## config.mk

```make
export PLATFORM = sky130hd
export DESIGN_NAME = urs_rx_status
export DESIGN_NICKNAME = d
export VERILOG_FILES = /design/src/design/urs_pkg.sv /design/src/design/urs_rx_status.sv
export VERILOG_INCLUDE_DIRS = /design/src /design/src/design
export SDC_FILE = /design/constraint.sdc
export NUM_CORES = 1
export LEC_CHECK = 0
export ABC_AREA = 1
export BUFFER_PORTS_ARGS = -buffer_cell sky130_fd_sc_hd__buf_2
export CAP_MARGIN = 20
export CORE_MARGIN = 2
export CORE_UTILIZATION = 41
export DETAILED_ROUTE_END_ITERATION = 16
export PLACE_DENSITY = 0.6
export SLEW_MARGIN = 20
export SYNTH_ARGS = -nofsm -noshare
export SYNTH_HDL_FRONTEND = slang
export SYNTH_SLANG_ARGS = --single-unit
```

## constraint.sdc

```tcl
create_clock -name clk -period 2.7 [get_ports clk]
set_clock_uncertainty 0.15 [all_clocks]
set_input_delay 0.135 -clock clk [delete_from_list [all_inputs] [get_ports clk]]
set_output_delay 0.135 -clock clk [all_outputs]
set_load 0.03 [all_outputs]
```

## src/design/urs_consts.svh

```systemverilog
// register offsets, field positions, reset values of the receive status block
// Behaviour
// - address detect ignored outside nine-bit mode
// - address character needs ninth bit set
// - idle flag one only while receiver idle
// - parity flag follows head buffered character
// - framing flag follows head buffered character
// - overrun sets on arrival into full buffer
// - writing zero over a set overrun clears it, flushes buffer, shifter
// - data available while buffer holds characters
// - four-character buffer loaded when reception completes
`ifndef URS_CONSTS_SVH
`define URS_CONSTS_SVH

// ****************************************
// register offsets
// ****************************************
`define URS_OFS_STATUS  3'h0
`define URS_OFS_MODE    3'h1
`define URS_OFS_RXDATA  3'h2
`define URS_OFS_IRQSTAT 3'h3
`define URS_OFS_IRQMASK 3'h4

// ****************************************
// status register fields
// ****************************************
`define URS_BIT_ADDREN  5
`define URS_BIT_IDLE    4
`define URS_BIT_PARERR  3
`define URS_BIT_FRMERR  2
`define URS_BIT_OVRERR  1
`define URS_BIT_AVAIL   0

// ****************************************
// character modes
// ****************************************
`define URS_MODE_8N     2'h0
`define URS_MODE_8E     2'h1
`define URS_MODE_8O     2'h2
`define URS_MODE_9N     2'h3

// ****************************************
// interrupt status fields
// ****************************************
`define URS_IRQ_RXCHAR  0
`define URS_IRQ_OVERRUN 1
`define URS_IRQ_PARITY  2
`define URS_IRQ_FRAMING 3

// ****************************************
// reset values
// ****************************************
`define URS_RST_ADDREN  1'h0
`define URS_RST_MODE    2'h0
`define URS_RST_IRQMASK 4'h0
`define URS_RST_DATA    16'h0000

// ****************************************
// defaults
// ****************************************
`define URS_DEF_DEPTH      4
`define URS_DEF_BIT_CYCLES 16

`endif

```

## src/design/urs_pkg.sv

```systemverilog
// types shared by the receive status block
package urs_pkg;

  typedef enum logic [2:0] {
    S_IDLE,
    S_START,
    S_DATA,
    S_PARITY,
    S_STOP
  } urs_state_type;

  typedef struct packed {
    logic [2:0]  addr;
    logic [15:0] wdata;
    logic        wr;
    logic        rd;
  } urs_bus_type;

  typedef struct packed {
    logic       parErr;
    logic       frmErr;
    logic [8:0] data;
  } urs_entry_type;

endpackage

```

## src/design/urs_rx_status.sv

```systemverilog
// receiver with status flags, address detect, four-deep buffer and interrupt
`timescale 1ns/1ns
`include "urs_consts.svh"

module urs_rx_status #(
  parameter int DEPTH      = `URS_DEF_DEPTH,
  parameter int BIT_CYCLES = `URS_DEF_BIT_CYCLES
) (
  input  wire logic                clk,
  input  wire logic                srst,
  input  wire urs_pkg::urs_bus_type busReq,
  output logic [15:0]              rdData,
  input  wire logic                rxLine,
  output logic                     irq
);
  import urs_pkg::*;

  // ****************************************
  // sizes and elaboration checks
  // ****************************************
  localparam int PW = (DEPTH > 1) ? $clog2(DEPTH) : 1;
  localparam int CW = $clog2(BIT_CYCLES + 1);
  localparam logic [PW:0]   FULL_CNT  = (PW + 1)'(DEPTH);
  localparam logic [CW-1:0] BIT_LAST  = CW'(BIT_CYCLES - 1);
  localparam logic [CW-1:0] HALF_LAST = CW'(BIT_CYCLES / 2 - 1);

  if (DEPTH < 2 || (DEPTH & (DEPTH - 1)) != 0 || BIT_CYCLES < 4) begin : g_bad_param
    $error("urs_rx_status: DEPTH must be a power of two >= 2, BIT_CYCLES >= 4");
  end

  // ****************************************
  // state
  // ****************************************
  urs_state_type state_q, state_d;
  logic [CW-1:0] cyc_q, cyc_d;
  logic [3:0]    bitIdx_q, bitIdx_d;
  logic [8:0]    shift_q, shift_d;
  logic          parBit_q, parBit_d;
  urs_entry_type mem_q [DEPTH];
  urs_entry_type mem_d [DEPTH];
  logic [PW-1:0] wrPtr_q, wrPtr_d;
  logic [PW-1:0] rdPtr_q, rdPtr_d;
  logic [PW:0]   cnt_q, cnt_d;
  logic          addrEn_q, addrEn_d;
  logic [1:0]    mode_q, mode_d;
  logic          ovrErr_q, ovrErr_d;
  logic [3:0]    ist_q, ist_d;
  logic [3:0]    imask_q, imask_d;
  logic [15:0]   rdData_q, rdData_d;
  logic          irq_q, irq_d;

  // ****************************************
  // combinational helpers
  // ****************************************
  logic          nineBit;
  logic          parOn;
  logic          doneEv;
  logic          keepChar;
  logic          full;
  logic          push;
  logic          pop;
  logic          ovfEv;
  logic          flush;
  logic          idleFlag;
  logic          headParErr;
  logic          headFrmErr;
  urs_entry_type entry;
  logic [3:0]    events;

  function automatic logic parityBad(input logic [7:0] d, input logic p, input logic odd);
    parityBad = ^d ^ p ^ odd;
  endfunction

  always_comb begin
    state_d  = state_q;
    cyc_d    = cyc_q;
    bitIdx_d = bitIdx_q;
    shift_d  = shift_q;
    parBit_d = parBit_q;
    mem_d    = mem_q;
    wrPtr_d  = wrPtr_q;
    rdPtr_d  = rdPtr_q;
    cnt_d    = cnt_q;
    addrEn_d = addrEn_q;
    mode_d   = mode_q;
    ovrErr_d = ovrErr_q;
    imask_d  = imask_q;
    rdData_d = `URS_RST_DATA;
    doneEv   = 1'b0;
    nineBit  = (mode_q == `URS_MODE_9N);
    parOn    = (mode_q == `URS_MODE_8E) || (mode_q == `URS_MODE_8O);
    idleFlag = (state_q == S_IDLE);
    full     = (cnt_q == FULL_CNT);
    headParErr = (cnt_q != '0) && mem_q[rdPtr_q].parErr;
    headFrmErr = (cnt_q != '0) && mem_q[rdPtr_q].frmErr;

    // receive sequencer, sampling mid-bit
    unique case (state_q)
      S_IDLE: begin
        if (!rxLine) begin
          state_d = S_START;
          cyc_d   = HALF_LAST;
        end
      end
      S_START: begin
        if (cyc_q != '0) begin
          cyc_d = cyc_q - 1'b1;
        end else if (rxLine) begin
          state_d = S_IDLE;                 // glitch, not a start bit
        end else begin
          state_d  = S_DATA;
          cyc_d    = BIT_LAST;
          bitIdx_d = 4'h0;
        end
      end
      S_DATA: begin
        if (cyc_q != '0) begin
          cyc_d = cyc_q - 1'b1;
        end else begin
          shift_d  = {rxLine, shift_q[8:1]};
          bitIdx_d = bitIdx_q + 4'h1;
          cyc_d    = BIT_LAST;
          if (bitIdx_q == (nineBit ? 4'h8 : 4'h7)) begin
            state_d = parOn ? S_PARITY : S_STOP;
          end
        end
      end
      S_PARITY: begin
        if (cyc_q != '0) begin
          cyc_d = cyc_q - 1'b1;
        end else begin
          parBit_d = rxLine;
          cyc_d    = BIT_LAST;
          state_d  = S_STOP;
        end
      end
      S_STOP: begin
        if (cyc_q != '0) begin
          cyc_d = cyc_q - 1'b1;
        end else begin
          doneEv  = 1'b1;
          state_d = S_IDLE;
        end
      end
    endcase

    // character as it leaves the shifter; 8-bit data sits in the top bits
    entry.data = nineBit ? shift_q : {1'b0, shift_q[8:1]};
    entry.parErr = parOn && parityBad(entry.data[7:0], parBit_q,
                                      mode_q == `URS_MODE_8O);
    entry.frmErr = !rxLine;

    // address mode only counts in nine-bit mode
    keepChar = !(addrEn_q && nineBit) || entry.data[8];
    ovfEv    = doneEv && keepChar && full;
    push     = doneEv && keepChar && !full;
    pop      = busReq.rd && (busReq.addr == `URS_OFS_RXDATA) && (cnt_q != '0);
    // a set in the same cycle wins, so no 1 to 0 edge and no flush
    flush    = busReq.wr && (busReq.addr == `URS_OFS_STATUS) &&
               !busReq.wdata[`URS_BIT_OVRERR] && ovrErr_q && !ovfEv;

    if (push) begin
      mem_d[wrPtr_q] = entry;
      wrPtr_d        = wrPtr_q + 1'b1;
    end
    if (pop) begin
      rdPtr_d = rdPtr_q + 1'b1;
    end
    if (push && !pop) begin
      cnt_d = cnt_q + 1'b1;
    end else if (pop && !push) begin
      cnt_d = cnt_q - 1'b1;
    end

    if (ovfEv) begin
      ovrErr_d = 1'b1;
    end else if (flush) begin
      ovrErr_d = 1'b0;
      wrPtr_d = '0;
      rdPtr_d = '0;
      cnt_d   = '0;
      state_d = S_IDLE;                     // abandons any half-shifted character
    end

    // register writes
    if (busReq.wr) begin
      unique case (busReq.addr)
        `URS_OFS_STATUS:  addrEn_d = busReq.wdata[`URS_BIT_ADDREN];
        `URS_OFS_MODE:    mode_d   = busReq.wdata[1:0];
        `URS_OFS_IRQMASK: imask_d  = busReq.wdata[3:0];
        default:          ;
      endcase
    end

    // register reads, answer stands only in the next cycle
    if (busReq.rd) begin
      unique case (busReq.addr)
        `URS_OFS_STATUS: begin
          rdData_d[`URS_BIT_ADDREN] = addrEn_q;
          rdData_d[`URS_BIT_IDLE]   = idleFlag;
          rdData_d[`URS_BIT_PARERR] = headParErr;
          rdData_d[`URS_BIT_FRMERR] = headFrmErr;
          rdData_d[`URS_BIT_OVRERR] = ovrErr_q;
          rdData_d[`URS_BIT_AVAIL]  = (cnt_q != '0);
        end
        `URS_OFS_MODE:    rdData_d[1:0] = mode_q;
        `URS_OFS_RXDATA:  rdData_d[8:0] = (cnt_q != '0) ? mem_q[rdPtr_q].data : 9'h000;
        `URS_OFS_IRQSTAT: rdData_d[3:0] = ist_q;
        `URS_OFS_IRQMASK: rdData_d[3:0] = imask_q;
        default:          ;
      endcase
    end

    // sticky events; a read clears, a new event in that cycle survives
    events = '0;
    events[`URS_IRQ_RXCHAR]  = push;
    events[`URS_IRQ_OVERRUN] = ovfEv;
    events[`URS_IRQ_PARITY]  = push && entry.parErr;
    events[`URS_IRQ_FRAMING] = push && entry.frmErr;
    ist_d = ((busReq.rd && busReq.addr == `URS_OFS_IRQSTAT) ? 4'h0 : ist_q) | events;
    irq_d = |(ist_d & imask_d);
  end

  // ****************************************
  // registers
  // ****************************************
  always_ff @(posedge clk) begin
    if (srst) begin
      state_q  <= S_IDLE;
      cyc_q    <= '0;
      bitIdx_q <= '0;
      shift_q  <= '0;
      parBit_q <= 1'b0;
      wrPtr_q  <= '0;
      rdPtr_q  <= '0;
      cnt_q    <= '0;
      addrEn_q <= `URS_RST_ADDREN;
      mode_q   <= `URS_RST_MODE;
      ovrErr_q <= 1'b0;
      ist_q    <= '0;
      imask_q  <= `URS_RST_IRQMASK;
      rdData_q <= `URS_RST_DATA;
      irq_q    <= 1'b0;
    end else begin
      state_q  <= state_d;
      cyc_q    <= cyc_d;
      bitIdx_q <= bitIdx_d;
      shift_q  <= shift_d;
      parBit_q <= parBit_d;
      wrPtr_q  <= wrPtr_d;
      rdPtr_q  <= rdPtr_d;
      cnt_q    <= cnt_d;
      addrEn_q <= addrEn_d;
      mode_q   <= mode_d;
      ovrErr_q <= ovrErr_d;
      ist_q    <= ist_d;
      imask_q  <= imask_d;
      rdData_q <= rdData_d;
      irq_q    <= irq_d;
    end
  end

  // buffer storage needs no reset, the count guards it
  always_ff @(posedge clk) begin
    mem_q <= mem_d;
  end

  assign rdData = rdData_q;
  assign irq    = irq_q;

  logic statusRd;
  assign statusRd = busReq.rd && (busReq.addr == `URS_OFS_STATUS);
endmodule

```

; ---- Word-level counts from Yosys, hierarchy flattened
; Cells that the tools add are included.
[op_classes]
muxes = 50
n_lt_le_gt_ge = 3
reduce_logical = 45
add_sub_neg = 6
eq_ne = 19
mul = 0
shift = 0
bitwise = 10
n_div = 0
[ops]
columns = operator, count
row1 = bitwise mux 44 bit, 1
row2 = two-way mux 3 bit, 13
row3 = two-way mux 11 bit, 3
row4 = two-way mux 4 bit, 7
row5 = two-way mux 5 bit, 5
row6 = binary-select mux 11 bit (select 2 bit), 1
row7 = demux 11 bit (select 2 bit), 1
row8 = case mux 5 bit (4 select lines), 1
row9 = logical AND 1 bit, 19
row10 = two-way mux 9 bit, 2
row11 = case mux 3 bit (5 select lines), 1
row12 = two-way mux 2 bit, 7
row13 = "== test 3 x 2 -> 1 bit, second input constant", 4
row14 = "!= test 2 bit, second input constant", 5
row15 = case mux 2 bit (5 select lines), 1
row16 = "== test 3 bit, second input constant", 3
row17 = case mux 2 bit (4 select lines), 1
row18 = case mux 4 bit (2 select lines), 1
row19 = AND reduction 2 bit, 4
row20 = OR reduction 4 bit, 2
row21 = parity 8 bit, 1
row22 = zero test 1 bit, 7
row23 = "== test 3 x 1 -> 1 bit, second input constant", 2
row24 = ">= comparator 3 bit, second input constant", 2
row25 = other kinds (25), 39
[word_totals]
out_inout_bits = 17
latch_bits = 0
in_bits = 24
mem_bits_rw = 0
n_memories = 0
word_cells = 162
reg_bits = 102
romBits = 0

; ---- Depth between registers and ports, before layout
; Gate-level depths: netlist of the first run.
[logic_depth]
word_depth = 12
mapped_depth = 17
mapped_depth_nobuf = 17

; ---- Least setup slack after synthesis of the first run
; No wires, ideal clock.
[synth_path]
path_kind = flip-flop to flip-flop
start = reg cyc_q[0]
end = reg mem_q[0] (netlist bit), enable pin
path_stages_with_launch = 9
t_required_ns = 2.172
setup_slack_ns = 0.542
synth_period_minus_slack_ns = 2.158
arrival_time_ns = 1.629
setup_time_ns = 0.378
path_buffers = 0
path_cell_list = dfxtp_1 > inv_1 > ha_1 > nand2_2 > nor2_4 > nand2_2 > a31oi_4 > nand2_4 > nor2_1
[synth_via]
elab_chain_cells = 5
[synth_lines]
columns = element, line
row1 = start: declaration, urs_rx_status.sv:35  ; logic [CW-1:0] cyc_q, cyc_d;
row2 = start signal: assignment, urs_rx_status.sv:246  ; cyc_q <= cyc_d;
row3 = nonzero test 5 bit, urs_rx_status.sv:138  ; if (cyc_q != '0) begin
row4 = two-way mux 1 bit, urs_rx_status.sv:138
row5 = two-way mux 1 bit, urs_rx_status.sv:98  ; unique case (state_q)
row6 = logical AND 1 bit (2 in series), urs_rx_status.sv:156  ; push = doneEv && keepChar && !full;
row7 = end signal: assignment, urs_rx_status.sv:265  ; mem_q <= mem_d;
row8 = end: declaration, urs_rx_status.sv:39  ; urs_entry_type mem_q [DEPTH];
; No other way between the ends.
; A chain may end at the register's enable or synchronous reset.

; ---- Worst setup path in the final report of the first run
[layout_path]
start = in busReq[18] (netlist bit)
end = reg addrEn_q
[layout_via]
elab_chain_cells = 2
[layout_lines]
columns = element, line
row1 = start: declaration, urs_rx_status.sv:11  ; input wire urs_pkg::urs_bus_type busReq,
row2 = zero test 3 bit, urs_rx_status.sv:187  ; unique case (busReq.addr)
row3 = AND reduction 2 bit (no line), --
row4 = end signal: assignment, urs_rx_status.sv:237  ; addrEn_q <= `URS_RST_ADDREN;
row5 = end signal: assignment, urs_rx_status.sv:253  ; addrEn_q <= addrEn_d;
row6 = end: declaration, urs_rx_status.sv:44  ; logic addrEn_q, addrEn_d;
; No other way between the ends.

==> PnR_summary.wiki, run 1 <==
{| class="wikitable"
! Metric !! Value
|-
| Fill cell instance count of the final layout || 1057
|-
| Reg2Reg Depth || 10
|-
| Antenna diode instance count || 0
|-
| Area Overhead vs Synth || 14.3%
|-
| Cell at the root of the clock tree || clkbuf_8
|-
| Placed cells || 698
|-
| Wire per inst || 13.4 um
|-
| Core area || 10700 sq um
|-
| Vertical extent of the die || 109 um
|-
| Outcome || complete, no violations
|-
| LEAKAGE || 2.20 nW
|-
| Critical path cell sequence || dlygate4sd3_1 -> buf_2 -> nor2_1 -> inv_1 -> nor2_1 -> buf_4 -> nand3_1 -> dlygate4sd3_1 -> a21oi_1 -> dlygate4sd3_1
|-
| Critical path launch point || busReq[18]
|-
| Crit path kind || input pin to flop
|-
| Via density per instance || 5.01
|-
| Req. time, crit path || 2860 ps
|-
| Maximum fanout encountered on the critical timing path || 6
|-
| Wire length after detailed routing || 9720 um
|-
| Die boundary width || 109 um
|-
| Upper clock frequency limit || 0.426 GHz
|-
| Total CTS buffers || 9
|-
| Die footprint || 11800 sq um
|-
| Max IR drop VDD || 0.372 mV
|-
| Via total after detailed routing || 3640
|-
| H-Tree Level Count || 3
|-
| # Max-Cap Violations || 0
|-
| Slew margin rel. || 53.1%
|-
| Total I/O pin count || 41
|-
| CP Capture Point || addrEn_q$_SDFFE_PP0P_
|-
| # nets final || 618
|-
| Leftover overflow at the end of global routing || 0
|-
| Maximum number of pins on one net before global-route repair || 24
|-
| Startpoint of the worst-slack reg-to-reg timing path || mode_q[1]$_SDFFE_PP0P_
|-
| Global-route usage over all layers || 17.8%
|-
| Arrival time at the worst endpoint || 2510 ps
|-
| Number of storage elements in the synthesis netlist || 95
|-
| Register area share after synthesis || 52.1%
|-
| Warnings, synthesis || 0
|-
| Fraction of final layout cells sized beyond drive strength 1 || 12.3%
|-
| Cell area after technology mapping || 4500 sq um
|-
| Post-layout min period || 2350 ps
|-
| Count of non-filler cells in the finished layout || 726
|-
| Clock latency at the later pin of the worst-skew pair || 360 ps
|-
| Setup-violating endpoint count in the final report || 0
|-
| Worst reg2reg endpoint || mem_q[32]$_DFFE_PP_
|-
| Detailed-route DRC error count || 0
|-
| Library cell appearing most often on the critical path || dlygate4sd3_1
|-
| ANT nets after route || 0
|-
| Final RePlAce weighted congestion || 0.814
|-
| Avg Cell Area, Syn || 8.36 sq um
|-
| Clk pin slew, worst setup/hold paths || 90 ps
|-
| Total power per unit cell area || 575 nW/um^2
|-
| Critical path startpoint category || input pin
|-
| Setup repair after global routing missed its margin || no
|-
| Cells after synthesis || 538
|-
| DPL Wire Length || 6840 um
|-
| Type of the worst min-delay path || input pin to flop
|-
| Crit end category || flop
|-
| Initial Utilization || 41.8%
|-
| First-pass iteration count of the detailed router || 4
|-
| Total of buffers placed on input and output ports || 22
|-
| CTS tree || yes
|-
| Wire length of the first global-routing pass || 16200 um
|-
| TritonCTS Sinks || 95
|-
| Count of distinct cell types in the synthesized netlist || 40
|-
| Final max-slew violation count || 0
|-
| Transition time at the pin with the least slew margin || 703 ps
|-
| Drt first-iter violations || 225
|-
| Max stage delay cell, worst path || dlygate4sd3_1
|-
| Number of placement rows || 38
|-
| Fraction of the cycle the final worst path needs || 87.0%
|-
| Number of hold-slack violations in the final timing report || 0
|-
| Final sum of negative setup slack || 0 ps
|-
| Register-to-register setup slack || 420 ps
|-
| Number of antenna violations at the first check in global routing || 0
|-
| Hold Crit Start || srst
|-
| Worst path max stage delay || 550 ps
|-
| Number of global-route vias before repair || 3329
|-
| Clock Tree Buf Depth || 2
|}
routing by layer:
layer	track usage, %	routed length, um	vias up
met2	27.9	4470	66
met5	0	0	-
met4	7.97	229	0
met3	2.69	397	16
met1	24.3	4630	1711
li1	-	-	1847
final cells by class:
| type | instances | area, sq um | share of cell area [%] |
|---|---|---|---|
| clock buffers | 11 | 163 | 3.16 |
| clock inverters | 5 | 77.6 | 1.51 |
| inverters | 77 | 290 | 5.65 |
| multi-input cells | 354 | 1790 | 34.8 |
| flip-flops and latches | 95 | 2340 | 45.6 |
| well taps | 140 | 175 | 3.41 |
| repair buffers | 44 | 305 | 5.94 |
cells in the mapped netlist:
master / number / area share [%]
a21boi_0: 1 / 0.17
a21oi_4: 1 / 0.36
clkbuf_1: 10 / 0.84
clkinv_1: 1 / 0.083
nor3_2: 1 / 0.22
o2111ai_1: 2 / 0.39
edfxtp_1: 44 / 29
or2_2: 1 / 0.14
dfxtp_1: 51 / 23
o21ai_0: 47 / 5.2
nand2_4: 1 / 0.25
a31oi_1: 3 / 0.42
nor3_1: 7 / 0.78
inv_2: 8 / 0.67
buf_4: 7 / 1.2
inv_1: 67 / 5.6
nor2_4: 2 / 0.50
o22ai_1: 13 / 1.8
conb_1: 1 / 0.083
a211oi_1: 2 / 0.33
buf_6: 1 / 0.25
xor2_1: 2 / 0.39
clkinv_2: 1 / 0.11
o21ai_1: 3 / 0.33
nor2_2: 2 / 0.28
ha_1: 13 / 3.6
nand2_2: 3 / 0.42
nand3_1: 17 / 1.9
a211oi_2: 1 / 0.28
nor3b_2: 1 / 0.28
a31oi_4: 1 / 0.47
nand4_1: 1 / 0.14
o31ai_1: 1 / 0.17
nand3b_1: 2 / 0.33
nor2_1: 61 / 5.1
a21oi_1: 35 / 3.9
o211ai_1: 1 / 0.17
nand2_1: 117 / 9.8
o311ai_0: 2 / 0.39
a221oi_1: 3 / 0.58
worst min-delay path by stage:
stage	endpoint	slack, ps	cells after the start
global placement	addrEn_q$_SDFFE_PP0P_	260	3
CTS	ist_q[0]$_SDFF_PP0_	10	2
floorplan	mode_q[1]$_SDFFE_PP0P_	150	2
detailed placement	addrEn_q$_SDFFE_PP0P_	270	3
finish	cyc_q[3]$_SDFFE_PP0P_	20	2
global route	ist_q[0]$_SDFF_PP0_	30	2
power by group:
group,internal [mW],leakage [nW],switching [mW]
sequential,1.53,0.852,0.0245
combinational,0.108,1.23,0.210
clock,0.600,0.120,0.487
logic make-up after synthesis:
kind of cell	after synthesis	share of synthesized area (%)
flip-flops	95	52.1
buffers and inverters	95	8.71
other	1	0.0834
adder cells (fa/ha/maj)	13	3.62
XOR/XNOR	2	0.390
AO/OA/AOI/OAI	116	15.0
AND/OR/NAND/NOR	216	20.1
worst max-delay path: cells and delay by family:
kind / cells / cell delay, ps
buffers and inverters: 6 / 1980
and+or+nand+nor: 3 / 250
AOI/OAI and AO/OA: 1 / 140
through the flow:
stage | hold WS, ps | power, mW | setup slack (ps) | area, sq um | utilization [%]
5_1_grt | 27.4 | 3.08 | 141 | 5140 | 47.8
6_report | 18.5 | 2.96 | 352 | 5140 | 47.8
4_1_cts | 13.5 | 2.98 | 293 | 5140 | 47.8
3_3_place_gp | 261 | 1.88 | 340 | 4780 | 44.5
2_1_floorplan | 149 | 1.82 | 542 | 4520 | -
3_5_place_dp | 269 | 1.89 | 307 | 4780 | 44.5
what timing repair did:
| item | CTS | global route |
|---|---|---|
| hold buffers | 12 | 0 |
| hold endpoints to repair | 8 | 0 |
| buffers inserted | 0 | 0 |
| endpoints found under the setup margin | 0 | 5 |
| resized for setup | 0 | 1 |
sequential cells by signal, indices dropped and copies added, names as in the netlist:
name / flops
rdPtr_q: 2
rdData: 9
state_q: 3
mem_q: 44
wrPtr_q: 2
ist_q: 4
cnt_q: 3
irq: 1
imask_q: 4
cyc_q: 5
addrEn_q: 1
bitIdx_q: 4
mode_q: 2
ovrErr_q: 1
parBit_q: 1
shift_q: 9
cell usage in the layout (no fill, tap or decap), drive strengths merged, types with 8 or more instances in the layout:
master and count:
inv 75, dfxtp 51, nor2 65, ha 13, o22ai 13, nand2 121
o21ai 50, edfxtp 44, nor3 8, nand3 17, buf 32, dlygate4sd3 12
clkbuf 11, a21oi 36
Note: power is estimated with default switching activity, not from simulation.
==> inputs of run 2 (changes only) <==
--- a/config.mk
+++ b/config.mk
@@ -6,7 +6,6 @@
 export SDC_FILE = /design/constraint.sdc
 export NUM_CORES = 1
 export LEC_CHECK = 0
-export ABC_AREA = 1
 export BUFFER_PORTS_ARGS = -buffer_cell sky130_fd_sc_hd__buf_2
 export CAP_MARGIN = 20
 export CORE_MARGIN = 2
==> run 2 against run 1 <==
- synthesized area decreased by 1.7%
- utilization increased by 0.18 points
- cell count decreased by 23%
- sequential power about the same
- routed wire length decreased by 9.0%
- design area decreased by 2.7%
- clock-buffer cell count decreased by 2
==> PnR_summary.wiki, run 2 <==
{| class="wikitable"
! Metric !! Value
|-
| Total power per unit cell area || 540 nW/um^2 (-6.1%)
|-
| LEAKAGE || 1.87 nW (-15%)
|-
| Upper clock frequency limit || 0.402 GHz (-5.6%)
|-
| Async set-or-reset flop fraction in the synthesized netlist || 0% (unchanged)
|-
| XOR/XNOR Fraction of Synth Area || 4.22% (+3.8 points)
|-
| Largest delay contributor family on the critical path || XOR/XNOR gates
|-
| Setup repair after global routing missed its margin || no
|-
| Crit end category || flop
|-
| Share of total power in combinational logic || 8.3% (-2.5 points)
|-
| Detailed-route DRC error count || 0 (unchanged)
|-
| Cell area after technology mapping || 4420 sq um (-1.7%)
|-
| Clock Tree Buf Depth || 2 (unchanged)
|-
| Startpoint of the worst-slack reg-to-reg timing path || mode_q[1]$_SDFFE_PP0P_
|-
| Share of the synthesized area in the top cell type || 29.9% (+0.50 points)
|-
| Vertical extent of the die || 108 um (-0.80%)
|-
| Post-Synth Simple-Gate Area || 13.4% (-6.7 points)
|-
| Final Cell Area || 5000 sq um (-2.7%)
|-
| Maximum number of pins on one net before global-route repair || 36 (+50%)
|-
| Initial Utilization || 42.4% (+0.60 points)
|-
| Warnings, synthesis || 0 (unchanged)
|-
| Final max-slew violation count || 0 (unchanged)
|-
| Antenna diode instance count || 0 (unchanged)
|-
| Register-to-register setup slack || 210 ps (-210 ps)
|-
| Arrival time at the worst endpoint || 2650 ps (+140 ps)
|-
| Sequential share of power || 56.7% (+4.3 points)
|-
| Transition time at the pin with the least slew margin || 641 ps (-62.0 ps)
|-
| DPL Wire Length || 6220 um (-9.1%)
|-
| CTS-repair resized insts || 0 (unchanged)
|-
| # Post-CTS Setup Buffers || 0 (unchanged)
|-
| Post-layout min period || 2490 ps (+138 ps)
|-
| Avg Cell Area, Syn || 11.6 sq um (+38%)
|-
| Final RePlAce weighted congestion || 0.779 (-4.3%)
|-
| Area Overhead vs Synth || 13.1%
|-
| Hold bufs inserted after CTS || 10 (-2)
|-
| Fraction of final layout cells sized beyond drive strength 1 || 17.9% (+5.6 points)
|-
| First-pass iteration count of the detailed router || 4 (unchanged)
|-
| Design internal power || 1.97 mW (-12%)
|-
| Reg2Reg Depth || 7 (-3)
|-
| ANT nets after route || 0 (unchanged)
|-
| Number of storage elements in the synthesis netlist || 95 (unchanged)
|-
| Clock power frac || 35.0% (-1.8 points)
|-
| TritonCTS Sinks || 95 (unchanged)
|-
| Clock latency at the later pin of the worst-skew pair || 360 ps (about the same)
|-
| Count of distinct cell types in the synthesized netlist || 58 (+45%)
|-
| H-Tree Level Count || 3 (unchanged)
|-
| Number of flops mapped to enable cells by yosys || 44 (unchanged)
|-
| Fill cell instance count of the final layout || 954 (-9.7%)
|-
| Number of global-route vias before repair || 2777 (-17%)
|-
| Minimum setup slack in the final design || 213 ps (-138 ps)
|-
| Register area share after synthesis || 53.0% (+0.88 points)
|-
| Main combinational cell family by area after synthesis || simple AND/OR/NAND/NOR gates
|-
| Final sum of negative setup slack || 0 ps (unchanged)
|-
| CP Capture Point || irq$_SDFF_PP0_
|-
| Most frequent cells in the layout || dfxtp_1 (51), edfxtp_1 (44), nor2_1 (39), nand2_1 (23), mux2i_1 (23)
|-
| Critical path cell sequence || ha_1 -> buf_4 -> mux2i_1 -> xnor3_1 -> xor2_1 -> or4_4 -> o21ai_2
|-
| Critical path startpoint category || flop
|-
| Number of hold-slack violations in the final timing report || 0 (unchanged)
|-
| Drt first-iter violations || 128 (-43%)
|-
| Top post-synthesis cells by count || dfxtp_1 (51), edfxtp_1 (44), nor2_1 (39)
|-
| Total net switching power || 730 uW (+1.1%)
|-
| Cells after synthesis || 382 (-29%)
|-
| Number of antenna violations at the first check in global routing || 0 (unchanged)
|-
| Cell with the most instances after synthesis || dfxtp_1
|-
| Switching Fraction || 27.0% (+2.6 points)
|-
| Cell accounting for the most synthesized area || edfxtp_1
|-
| Post-synthesis compound-gate area fraction || 8.46% (-6.5 points)
|-
| Req. time, crit path || 2860 ps (about the same)
|-
| # nets final || 456 (-26%)
|-
| Largest Register || mem_q
|-
| Total CTS buffers || 9 (unchanged)
|-
| Wire per inst || 15.8 um (+18%)
|-
| Worst slack after detailed placement || 243 ps (-64.1 ps)
|-
| Post-Route Hold Slack || 23.0 ps (+4.54 ps)
|-
| Number of placement rows || 37 (-2.6%)
|-
| Number of cells on the critical path || 7 (-3)
|-
| Flip-flop count of the largest register, all copies and words added || 44 (unchanged)
|-
| Crit path kind || flop to flop
|-
| Maximum fanout encountered on the critical timing path || 9 (+3)
|-
| Setup-violating endpoint count in the final report || 0 (unchanged)
|-
| Outcome || complete, no violations
|-
| Max IR drop VDD || 0.287 mV (-23%)
|-
| Clk pin slew, worst setup/hold paths || 110 ps (+20 ps)
|-
| Most common cell after layout, fill and taps aside || dfxtp_1
|-
| Global-route usage over all layers || 16.1% (-1.7 points)
|-
| Worst reg2reg endpoint || irq$_SDFF_PP0_
|-
| Die boundary width || 108 um (-0.80%)
|-
| Post-placement cell area || 4690 sq um (-1.8%)
|-
| Total I/O pin count || 41 (unchanged)
|-
| Total of buffers placed on input and output ports || 22 (unchanged)
|-
| Ys flop type || dfxtp_1
|-
| Core area || 10400 sq um (-3.1%)
|-
| Wire length after detailed routing || 8850 um (-9.0%)
|-
| Via density per instance || 5.27 (+5.1%)
|-
| Slew margin rel. || 57.3% (+4.2 points)
|-
| Post-synthesis mux area share || 12.9% (+13 points)
|-
| CTS tree || yes
|-
| Leftover overflow at the end of global routing || 0 (unchanged)
|-
| Type of the worst min-delay path || input pin to flop
|-
| Die footprint || 11600 sq um (-1.6%)
|-
| # Max-Cap Violations || 0 (unchanged)
|-
| Count of buffering cells on the critical path with inverters included || 1 (-5)
|-
| Critical path launch point || mode_q[1]$_SDFFE_PP0P_
|-
| Worst path max stage delay || 430 ps (-120 ps)
|-
| Via total after detailed routing || 2952 (-19%)
|-
| Adder-cell share of the synthesized area || 3.68% (+0.061 points)
|-
| Cell at the root of the clock tree || clkbuf_8
|-
| Cells taking the most area after synthesis || edfxtp_1 (30%), dfxtp_1 (23%), mux4_2 (5.6%), mux2i_1 (5.2%), ha_1 (3.7%)
|-
| Fraction of the cycle the final worst path needs || 92.1% (+5.1 points)
|-
| Wire length of the first global-routing pass || 14300 um (-12%)
|-
| Max stage delay cell, worst path || or4_4
|}
==> run 2: cell count changes after synthesis, moves of 8 or more <==
cell	change
nand2_1	-94
inv_1	-52
o21ai_0	-40
mux2i_1	+23
nor2_1	-22
a21oi_1	-16
mux4_2	+11
nand3_1	-11
o22ai_1	-10
xor2_1	+9
buf_2	+8
==> run 2: final cells by class <==
| cell class | instances | area (sq um) | share of cell area (%) |
|---|---|---|---|
| Sequential cell | 95 | 2340 | 46.8 |
| Multi-Input combinational cell | 252 | 1910 | 38.2 |
| Timing Repair Buffer | 45 | 308 | 6.15 |
| Tap cell | 136 | 170 | 3.40 |
| Clock buffer | 9 | 124 | 2.48 |
| Clock inverter | 7 | 86.3 | 1.73 |
| Inverter | 16 | 60.1 | 1.20 |
==> run 2: worst min-delay path by stage <==
stage,start,end,slack [ps],depth (start not counted)
floorplan,busReq[2],mode_q[0]$_SDFFE_PP0P_,120,2
global placement,busReq[7],addrEn_q$_SDFFE_PP0P_,220,3
detailed placement,busReq[7],addrEn_q$_SDFFE_PP0P_,220,3
CTS,busReq[4],imask_q[2]$_SDFF_PP0_,8,4
global route,busReq[4],imask_q[2]$_SDFF_PP0_,40,4
finish,busReq[4],imask_q[2]$_SDFF_PP0_,20,4
==> run 2: per-layer routing <==
metal | vias up | wire length [um] | GRT usage, %
li1 | 1438 | - | -
met1 | 1429 | 4050 | 22.0
met2 | 75 | 4230 | 25.9
met3 | 10 | 432 | 3.81
met4 | 0 | 123 | 3.66
met5 | - | 0 | 0
==> run 2: stage by stage <==
stage	total power [mW]	cells	util [%]
floorplan	1.73	388	-
global placement	1.77	534	45.0
detailed placement	1.78	534	45.0
CTS	2.73	560	48.0
global route	2.81	560	48.0
finish	2.70	560	48.0
==> run 2: power groups by stage <==
stage	Clock, mW	Sequential, mW	Combinational [mW]
final	0.944	1.53	0.224
after global routing	1.03	1.53	0.252
after CTS	0.976	1.53	0.224
after detailed placement	0	1.56	0.213
after global placement	0	1.56	0.210
after floorplan	0	1.56	0.171
==> run 2: worst min-delay path: cells and delay by family <==
| kind | cells | cell delay, ps |
|---|---|---|
| buf+inv | 2 | 230 |
| simple gates | 1 | 80 |
| mux | 1 | 60 |
==> run 2: kinds of logic (layout without fill, tap and decap cells) <==
group / count (synthesis) / after routing
XOR/XNOR: 18 / 18
adder cells (fa/ha/maj): 13 / 13
buffers and inverters: 41 / 77
other: 1 / 7
AND/OR/NAND/NOR: 114 / 114
multiplexers: 42 / 42
flip-flops: 95 / 95
AO/OA/AOI/OAI: 58 / 58
